$ cat src/common/emem_map_pkg.sv
// constants, types and the operation summary of the emulation memory area mapper
// Summary of operation
// RULE_01: four expansion areas, each own settings
// RULE_02: bank value gives start address bits 23..16
// RULE_03: area length is 256 KB or 1 MB
// RULE_04: 256 KB area bank is multiple of four
// RULE_05: 1 MB area bank ends in zero
// RULE_06: internal area accesses go to expansion memory
// RULE_07: external or unused areas go to target
// RULE_08: unmapped addresses external except internal ranges
// RULE_09: loading into external areas is faster
// RULE_10: total internal length stays within 1.5 MB
// RULE_11: only permitted area size combinations used
// RULE_12: areas never overlap, avoid unusable ranges
// RULE_13: reset vector always from pod memory
// RULE_14: register and RAM ranges always internal
// RULE_15: ROM range auto mapped in non-microprocessor modes
// RULE_16: ROM range extendable to full top megabyte
// RULE_17: expansion memory needs expansion or microprocessor mode
// RULE_18: expansion mode starts in single-chip after reset
// RULE_19: report target mode and handshake pin levels
// RULE_20: low handshake pin means standby, report it
// RULE_21: hits compare upper address bits with bank
package emem_map_pkg;

  // ==========================================================
  // geometry
  localparam int          AREA_COUNT    = 4;
  localparam int          ADDR_W        = 24;
  localparam int          BANK_W        = 8;
  localparam int          IDX_W         = 2;
  localparam int          UNITS_W       = 5;
  localparam int          POS_256K      = 18;
  localparam int          POS_1M        = 20;
  localparam int          POS_BANK      = 16;
  localparam logic [2:0]  UNITS_256K    = 3'h1;
  localparam logic [2:0]  UNITS_1M      = 3'h4;
  localparam logic [4:0]  UNITS_MAX     = 5'h06;
  localparam logic [1:0]  MAX_1M_AREAS  = 2'h1;
  localparam logic [2:0]  MAX_256K_WITH_1M = 3'h2;

  // ==========================================================
  // fixed address ranges
  localparam logic [7:0]  ROM_BANK_MIN  = 8'hf0;
  localparam logic [7:0]  ROM_BANK_RST  = 8'hf8;
  localparam logic [23:0] VECTOR_BASE   = 24'hffff00;
  localparam logic [23:0] TOP_ADDR      = 24'hffffff;

  // ==========================================================
  // types
  typedef enum logic [1:0] {
    MAP_NOUSE    = 2'h0,
    MAP_INTERNAL = 2'h1,
    MAP_EXTERNAL = 2'h2
  } map_t;

  typedef enum logic [1:0] {
    CFG_SINGLE = 2'h0,
    CFG_EXPAND = 2'h1,
    CFG_MICRO  = 2'h2
  } cfg_mode_t;

  typedef enum logic [2:0] {
    RUN_SINGLE = 3'b001,
    RUN_EXPAND = 3'b010,
    RUN_MICRO  = 3'b100
  } run_mode_t;

  typedef struct packed {
    logic [7:0] bank;
    logic       len_1mb;
    map_t       map;
  } area_cfg_t;

  typedef struct packed {
    logic rom_emu;
    logic exp_emu;
    logic internal;
    logic external;
  } target_t;

  typedef struct packed {
    logic bus_width;
    logic proc_mode;
    logic wait_n;
    logic hold_n;
    logic nmi_n;
  } pin_status_t;

  localparam target_t     TARGET_RST    = 4'h0;
  localparam pin_status_t PINS_RST      = 5'h07;

endpackage : emem_map_pkg

$ cat src/rtl/area_match.sv
// hit and legality decode for one expansion area
`timescale 1ns/1ns
module area_match
  import emem_map_pkg::*;
(
  // area settings
  input  area_cfg_t          cfg,
  // address under test
  input  wire logic [23:0]   addr,
  // decode results
  output logic               hit,
  output logic               legal
);

  // ==========================================================
  // bank alignment
  always_comb begin
    if (cfg.len_1mb) begin
      legal = (cfg.bank[3:0] == 4'h0); // RULE_05
    end else begin
      legal = (cfg.bank[1:0] == 2'h0); // RULE_04
    end
  end

  // ==========================================================
  // address compare
  // misaligned banks never hit, so a bad setting cannot shadow a neighbour
  always_comb begin
    if (cfg.map == MAP_NOUSE || !legal) begin
      hit = 1'b0;
    end else if (cfg.len_1mb) begin // RULE_03
      hit = (addr[ADDR_W-1:POS_1M] == cfg.bank[BANK_W-1:POS_1M-POS_BANK]); // RULE_21
    end else begin
      hit = (addr[ADDR_W-1:POS_256K] == cfg.bank[BANK_W-1:POS_256K-POS_BANK]); // RULE_21
    end
  end

endmodule : area_match

$ cat src/rtl/emem_mapper.sv
// address map decoder for the emulation pod memories and target bus
`timescale 1ns/1ns
module emem_mapper
  import emem_map_pkg::*;
(
  // clock and reset
  input  wire logic          clock,
  input  wire logic          arst_n,
  // debugger settings
  input  cfg_mode_t          cfg_mode,
  input  area_cfg_t          area_cfg [AREA_COUNT],
  input  wire logic [7:0]    rom_bank,
  input  wire logic [23:0]   internal_top,
  input  wire logic [23:0]   reserved_lo,
  input  wire logic [23:0]   reserved_hi,
  input  wire logic          debug_start,
  // processor mode bit written by the user program
  input  wire logic          pm_bit_wr,
  input  wire logic          pm_bit_val,
  // mcu bus access
  input  wire logic          bus_valid,
  input  wire logic [23:0]   bus_addr,
  // memory contents loading
  input  wire logic          load_valid,
  input  wire logic [23:0]   load_addr,
  // target pins
  input  wire logic          pin_bus_width,
  input  wire logic          processor_mode_pin,
  input  wire logic          pin_wait_n,
  input  wire logic          pin_hold_n,
  input  wire logic          pin_nmi_n,
  // decode answer
  output target_t            sel_r,
  output logic               sel_valid_r,
  output logic [1:0]         exp_idx_r,
  output logic               exp_blocked_r,
  // load answer
  output logic               load_done_r,
  output logic               load_fast_r,
  // run state
  output run_mode_t          run_mode_r,
  // status
  output pin_status_t        pins_r,
  output logic               standby_r,
  output logic [3:0]         bank_err_r,
  output logic               budget_err_r,
  output logic               overlap_r
);

  // ==========================================================
  // helpers
  function automatic logic in_range(input logic [23:0] a,
                                    input logic [23:0] lo,
                                    input logic [23:0] hi);
    in_range = (a >= lo) && (a <= hi);
  endfunction : in_range

  function automatic logic [1:0] first_hit(input logic [3:0] hits);
    logic [1:0] idx;
    idx = 2'h0;
    for (int i = AREA_COUNT - 1; i >= 0; i--) begin
      if (hits[i]) begin
        idx = i[1:0];
      end
    end
    first_hit = idx;
  endfunction : first_hit

  function automatic logic many_hits(input logic [3:0] hits);
    logic [2:0] n;
    n = 3'h0;
    for (int i = 0; i < AREA_COUNT; i++) begin
      n = n + {2'h0, hits[i]};
    end
    many_hits = (n > 3'h1);
  endfunction : many_hits

  // ==========================================================
  // per-area decode
  logic [3:0]   bus_hit;
  logic [3:0]   load_hit;
  logic [23:0]  area_start [AREA_COUNT];

  genvar g;
  generate
    for (g = 0; g < AREA_COUNT; g++) begin : g_area
      area_match u_bus (
        .cfg   (area_cfg[g]),
        .addr  (bus_addr),
        .hit   (bus_hit[g]),
        .legal ()
      );
      area_match u_load (
        .cfg   (area_cfg[g]),
        .addr  (load_addr),
        .hit   (load_hit[g]),
        .legal ()
      );
    end
  endgenerate

  // ==========================================================
  // fixed ranges
  logic [7:0]   rom_bank_eff;
  logic [23:0]  rom_base;
  logic         in_regs_ram;
  logic         in_reserved;
  logic         in_vector;
  logic         in_rom;

  // the window never reaches below the top megabyte
  always_comb begin
    if (rom_bank < ROM_BANK_MIN) begin
      rom_bank_eff = ROM_BANK_MIN; // RULE_16
    end else begin
      rom_bank_eff = rom_bank;
    end
    rom_base = {rom_bank_eff, 16'h0000}; // RULE_16
  end

  assign in_regs_ram = (bus_addr < internal_top);
  assign in_reserved = in_range(bus_addr, reserved_lo, reserved_hi);
  assign in_vector   = in_range(bus_addr, VECTOR_BASE, TOP_ADDR);
  assign in_rom      = in_range(bus_addr, rom_base, TOP_ADDR);

  // ==========================================================
  // run mode
  logic         rom_mode;
  logic         exp_mode;

  assign rom_mode = (run_mode_r != RUN_MICRO);
  assign exp_mode = (run_mode_r == RUN_EXPAND) || (run_mode_r == RUN_MICRO);

  always_ff @(posedge clock or negedge arst_n) begin
    if (!arst_n) begin
      run_mode_r <= RUN_SINGLE;
    end else if (debug_start) begin
      case (cfg_mode)
        CFG_MICRO:  run_mode_r <= RUN_MICRO;
        default:    run_mode_r <= RUN_SINGLE; // RULE_18
      endcase
    end else if (pm_bit_wr) begin
      case (cfg_mode)
        CFG_EXPAND: run_mode_r <= pm_bit_val ? RUN_EXPAND : RUN_SINGLE; // RULE_18
        CFG_MICRO:  run_mode_r <= RUN_MICRO;
        default:    run_mode_r <= RUN_SINGLE;
      endcase
    end
  end

  // ==========================================================
  // bus decode
  target_t      sel_nxt;
  logic [1:0]   idx_nxt;
  logic         blocked_nxt;
  logic         area_hit;
  logic [1:0]   area_idx;
  map_t         area_map;

  assign area_hit = |bus_hit;
  assign area_idx = first_hit(bus_hit);
  assign area_map = area_cfg[area_idx].map;

  // priority: registers and ram, vector, rom window, reserved range, areas, target
  always_comb begin
    sel_nxt     = TARGET_RST;
    idx_nxt     = 2'h0;
    blocked_nxt = 1'b0;
    if (in_regs_ram) begin
      sel_nxt.internal = 1'b1; // RULE_14
    end else if (in_vector) begin
      sel_nxt.rom_emu = 1'b1; // RULE_13
    end else if (in_rom && rom_mode) begin
      sel_nxt.rom_emu = 1'b1; // RULE_15
    end else if (in_reserved) begin
      sel_nxt.internal = 1'b1; // RULE_08
    end else if (area_hit && area_map == MAP_INTERNAL) begin
      idx_nxt = area_idx;
      if (exp_mode) begin
        sel_nxt.exp_emu = 1'b1; // RULE_06
      end else begin
        blocked_nxt = 1'b1; // RULE_17
      end
    end else begin
      sel_nxt.external = 1'b1; // RULE_07
    end
  end

  // single-chip access to an internal expansion area finds nothing behind it
  always_ff @(posedge clock or negedge arst_n) begin
    if (!arst_n) begin
      sel_r         <= TARGET_RST;
      sel_valid_r   <= 1'b0;
      exp_idx_r     <= 2'h0;
      exp_blocked_r <= 1'b0;
    end else begin
      sel_valid_r   <= bus_valid;
      sel_r         <= bus_valid ? sel_nxt : TARGET_RST; // RULE_08
      exp_idx_r     <= bus_valid ? idx_nxt : 2'h0; // RULE_01
      exp_blocked_r <= bus_valid & blocked_nxt; // RULE_17
    end
  end

  // ==========================================================
  // loading
  logic         load_fast_nxt;

  always_comb begin
    load_fast_nxt = 1'b0;
    for (int i = 0; i < AREA_COUNT; i++) begin
      if (load_hit[i] && area_cfg[i].map == MAP_EXTERNAL) begin
        load_fast_nxt = 1'b1; // RULE_09
      end
    end
  end

  always_ff @(posedge clock or negedge arst_n) begin
    if (!arst_n) begin
      load_done_r <= 1'b0;
      load_fast_r <= 1'b0;
    end else begin
      load_done_r <= load_valid;
      load_fast_r <= load_valid & load_fast_nxt; // RULE_09
    end
  end

  // ==========================================================
  // setting checks
  logic [4:0]   units_sum;
  logic [1:0]   cnt_1m;
  logic [2:0]   cnt_256k;
  logic         budget_nxt;

  // only internal areas draw on the pod memory
  always_comb begin
    units_sum = 5'h00;
    cnt_1m    = 2'h0;
    cnt_256k  = 3'h0;
    for (int i = 0; i < AREA_COUNT; i++) begin
      if (area_cfg[i].map == MAP_INTERNAL) begin
        if (area_cfg[i].len_1mb) begin
          units_sum = units_sum + {2'h0, UNITS_1M}; // RULE_10
          cnt_1m    = cnt_1m + 2'h1;
        end else begin
          units_sum = units_sum + {2'h0, UNITS_256K}; // RULE_03
          cnt_256k  = cnt_256k + 3'h1;
        end
      end
    end
    budget_nxt = (units_sum > UNITS_MAX) ||
                 (cnt_1m > MAX_1M_AREAS) ||
                 ((cnt_1m != 2'h0) && (cnt_256k > MAX_256K_WITH_1M)); // RULE_11
  end

  always_ff @(posedge clock or negedge arst_n) begin
    if (!arst_n) begin
      bank_err_r   <= 4'h0;
      budget_err_r <= 1'b0;
    end else begin
      for (int i = 0; i < AREA_COUNT; i++) begin
        bank_err_r[i] <= (area_cfg[i].map != MAP_NOUSE) & (area_cfg[i].len_1mb ? // RULE_05
                         (area_start[i][POS_1M-1:POS_BANK] != 4'h0) :
                         (area_start[i][POS_256K-1:POS_BANK] != 2'h0)); // RULE_04
      end
      budget_err_r <= budget_nxt; // RULE_10
    end
  end

  // sticky; a new hit in the clearing cycle keeps it set
  always_ff @(posedge clock or negedge arst_n) begin
    if (!arst_n) begin
      overlap_r <= 1'b0;
    end else if (bus_valid && many_hits(bus_hit)) begin
      overlap_r <= 1'b1; // RULE_12
    end else if (debug_start) begin
      overlap_r <= 1'b0;
    end
  end

  // ==========================================================
  // pin status
  always_ff @(posedge clock or negedge arst_n) begin
    if (!arst_n) begin
      pins_r <= PINS_RST;
    end else begin
      pins_r.bus_width <= pin_bus_width; // RULE_19
      pins_r.proc_mode <= processor_mode_pin; // RULE_19
      pins_r.wait_n    <= pin_wait_n; // RULE_19
      pins_r.hold_n    <= pin_hold_n; // RULE_19
      pins_r.nmi_n     <= pin_nmi_n; // RULE_19
    end
  end

  // the debugger only sees silence; this level tells it why
  always_ff @(posedge clock or negedge arst_n) begin
    if (!arst_n) begin
      standby_r <= 1'b0;
    end else begin
      standby_r <= ~(pin_wait_n & pin_hold_n & pin_nmi_n); // RULE_20
    end
  end

  // ==========================================================
  // bank start
  // start address of an area is its bank in bits 23..16; alignment only
  // looks at the bits below its length, so no adder is needed

  generate
    for (g = 0; g < AREA_COUNT; g++) begin : g_start
      assign area_start[g] = {area_cfg[g].bank, 16'h0000}; // RULE_02
    end
  endgenerate

endmodule : emem_mapper

$ cat config.mk
export PLATFORM = sky130hd
export DESIGN_NAME = emem_mapper
export DESIGN_NICKNAME = d
export VERILOG_FILES = /design/src/common/emem_map_pkg.sv /design/src/rtl/area_match.sv /design/src/rtl/emem_mapper.sv
export SDC_FILE = /design/constraint.sdc
export NUM_CORES = 1
export LEC_CHECK = 0
export ABC_AREA = 1
export BUFFER_PORTS_ARGS = -buffer_cell sky130_fd_sc_hd__buf_4
export CORE_UTILIZATION = 30
export DETAILED_ROUTE_END_ITERATION = 7
export PLACE_DENSITY_LB_ADDON = 0.05
export SLEW_MARGIN = 40
export SYNTH_ARGS = -nofsm -noshare
export SYNTH_HDL_FRONTEND = slang
export SYNTH_HIERARCHICAL = 1
export SYNTH_SLANG_ARGS = --single-unit
$ cat constraint.sdc
create_clock -name clock -period 1.4 [get_ports clock]
set_input_delay 0.21 -clock clock [delete_from_list [all_inputs] [get_ports clock]]
set_output_delay 0.21 -clock clock [all_outputs]
set_load 0.01 [all_outputs]
==> flow_summary.toml <==
[critical_path]
timing.rr.end = "exp_blocked_r$_DFF_PN0_"
cp_common_cell = "nand2_1"
worstPathMaxFanout = 2
cp_data_required_time_ns = 1.54
r2r_start = "run_mode_r[0]$_DFFE_PN1P_"
cp_slowest_stage_delay_ns = 0.26
start_kind = "input pin"
critPathKind = "in -> reg"
arrival_ns = 1.97
end_kind = "flop"
r2r_slack_ns = 0.07
path_cells = "buf_6, inv_4, nor2_4, nand2_2, inv_2, ha_4, nand2_4, nand2_4, ha_4, nand2_2, nand2_4, ha_4, nand3_2, xnor2_1, nand2_1, nand2_1, nand2_1, nand2_1, nand2_1"
r2r_cells = 8
cp_slowest_cell = "ha_4"

[sta]
skew_ns = 0.003847
min_period_ns = 1.827
layout_setup_ws_ns = -0.4270
drv_slew = 0
setup_viol = 9
finalSetupTns_ns = -1.365
hold_viol = 0
post-route-period-util_pct = 130.5
fmax_ghz = 0.5473
rsz0062_at_grt = "yes"

[power]
power_density_nw_per_um2 = 420.8
finalPower_uw = 3412
irDropWorstVdd_uv = 399.3
leakage_uw = 0.004627

[placement]
place_ws_ns = -0.8632
post-dp-hpwl_um = 12940
port_buffers = 192
place.gp.congestion = 0.7894

[synth]
synth_area_sq_um = 4786
synthCells = 818
synth-warning-count = 6
avgSynthCellArea_sq_um = 5.851

[cts]
numClockSinks = 25
cts_made_buffers = 3
cts_tree = "done"
clock_path_buffers = 2
clk_pin_slew_ns = 0.06
cts-root-buf = "clkbuf_16"
clk_latency_ns = 0.25
htree_levels = 1

[drt]
avgViaCountPerCell = 4.204
dr.max_layer_used = "met4"
dr_total_vias = 5612
drt_iter0_drc = 179
drt_wl_total_um = 15160
wl_per_cell_um = 11.35
ant_nets = 0
wl_met3_um = 640
drcViolationCount = 0
wl_met2_um = 6757
dr.pass1.iters = 4
wl_met1_um = 7716

[run_status]
status = "complete, but fails checks"
violations = "setup timing"

[floorplanning]
die_y_um = 128.3
die-area_sq_um = 16460
coreArea_sq_um = 15370
start_util_pct = 31.14
ios = 211
rows = 45
die_w_um = 128.3

[final_layout]
antennaDiodeCount = 0
syn2layout_area_growth_pct = 69.41
filler_cell_count = 1637
final_nets = 1394
drive_above_1_share_pct = 39.32

[grt]
grt-ovfl-total = 0
grt_max_degree = 26
grtUsageTotal_pct = 18.32
grt_pass1_vias = 5333
antenna_found_initial = 0
grt_pass1_wl_um = 24500

[hold_path]
hold_end = "pins_r[4]$_DFF_PN0_"
hp-start = "pin_bus_width"
hp-class = "in -> reg"
hold_path_depth = 1

[flow_run]
drv_cap = 0
[registers in the layout, indices dropped and copies added (netlist names)]
register	cells
run_mode_r	3
load_fast_r	1
budget_err_r	1
standby_r	1
sel_r	4
pins_r	5
overlap_r	1
exp_blocked_r	1
exp_idx_r	2
sel_valid_r	1
load_done_r	1
bank_err_r	4
[layout make-up]
type | instances | area, sq um | share of cell area [%]
clock buffers | 4 | 78.83 | 0.9722
repair buffers | 300 | 2412 | 29.75
multi-input cells | 600 | 3983 | 49.12
well taps | 211 | 264.0 | 3.256
flip-flops and latches | 25 | 630.6 | 7.778
inverters | 195 | 739.5 | 9.120
[cells in the final DEF, fill, tap and decap left out, types with 5 or more instances in the layout]
| master | n |
|---|---|
| nand3_2 | 10 |
| o21ai_0 | 18 |
| nor2_4 | 10 |
| nand4_1 | 10 |
| xnor2_1 | 16 |
| o21ai_2 | 7 |
| buf_6 | 18 |
| nand3_1 | 25 |
| inv_2 | 16 |
| nand2_2 | 28 |
| nor2_1 | 89 |
| nand2_1 | 193 |
| ha_4 | 16 |
| ha_1 | 66 |
| o21ai_1 | 7 |
| nor2_2 | 19 |
| dfrtp_1 | 21 |
| nand2_4 | 8 |
| buf_4 | 273 |
| inv_1 | 176 |
| a21oi_2 | 6 |
| a21o_1 | 5 |
| a21oi_1 | 36 |
[timing repair]
action	in CTS	in global routing
hold buffers	1	0
endpoints found under the setup margin	9	9
pin swaps	49	68
gates cloned	0	1
endpoints found under the hold margin	21	0
gates resized for setup	73	80
setup buffers	8	5
[power breakdown]
part           internal [uW]  switching, uW  leakage [uW]
clock                    389            235     0.0000382
sequential               765           13.9      0.000305
combinational           1040            968       0.00428
total                   2190           1220       0.00463
[routing by layer]
layer | GRT usage (%) | up-vias
met5 | 0 | -
met4 | 1.384 | 0
met3 | 1.503 | 4
met2 | 30.81 | 118
met1 | 26.35 | 2356
li1 | - | 3134
[worst max-delay path, delay by kind of cell]
family | cells | cell delay, ns
simple gates | 12 | 0.82
fa+ha+maj | 3 | 0.60
buf+inv | 3 | 0.17
xor+xnor | 1 | 0.16
[through the flow]
| step | hold slack, ns | std cells | cell area [sq um] | utilization [%] |
|---|---|---|---|---|
| final | 0.06176 | 1335 | 8108 | 52.75 |
| after global routing | 0.05778 | 1335 | 8108 | 52.75 |
| after CTS | 0.05518 | 1329 | 7759 | 50.48 |
| after detailed placement | 0.1364 | 1316 | 7254 | 47.20 |
| after global placement | 0.1349 | 1316 | 7254 | 47.20 |
| after floorplan | -0.08559 | 820 | 4838 | - |
[worst max-delay path by stage]
stage               slack [ns]    startpoint                      to
finish                   -0.43  area_cfg[33]  budget_err_r$_DFF_PN0_
global route             -0.57  area_cfg[33]  budget_err_r$_DFF_PN0_
CTS                      -0.45  area_cfg[34]  budget_err_r$_DFF_PN0_
detailed placement       -0.86  area_cfg[33]  budget_err_r$_DFF_PN0_
global placement         -0.83  area_cfg[33]  budget_err_r$_DFF_PN0_
floorplan                -0.64  area_cfg[33]  budget_err_r$_DFF_PN0_
Power figures use the tool's default switching activity.
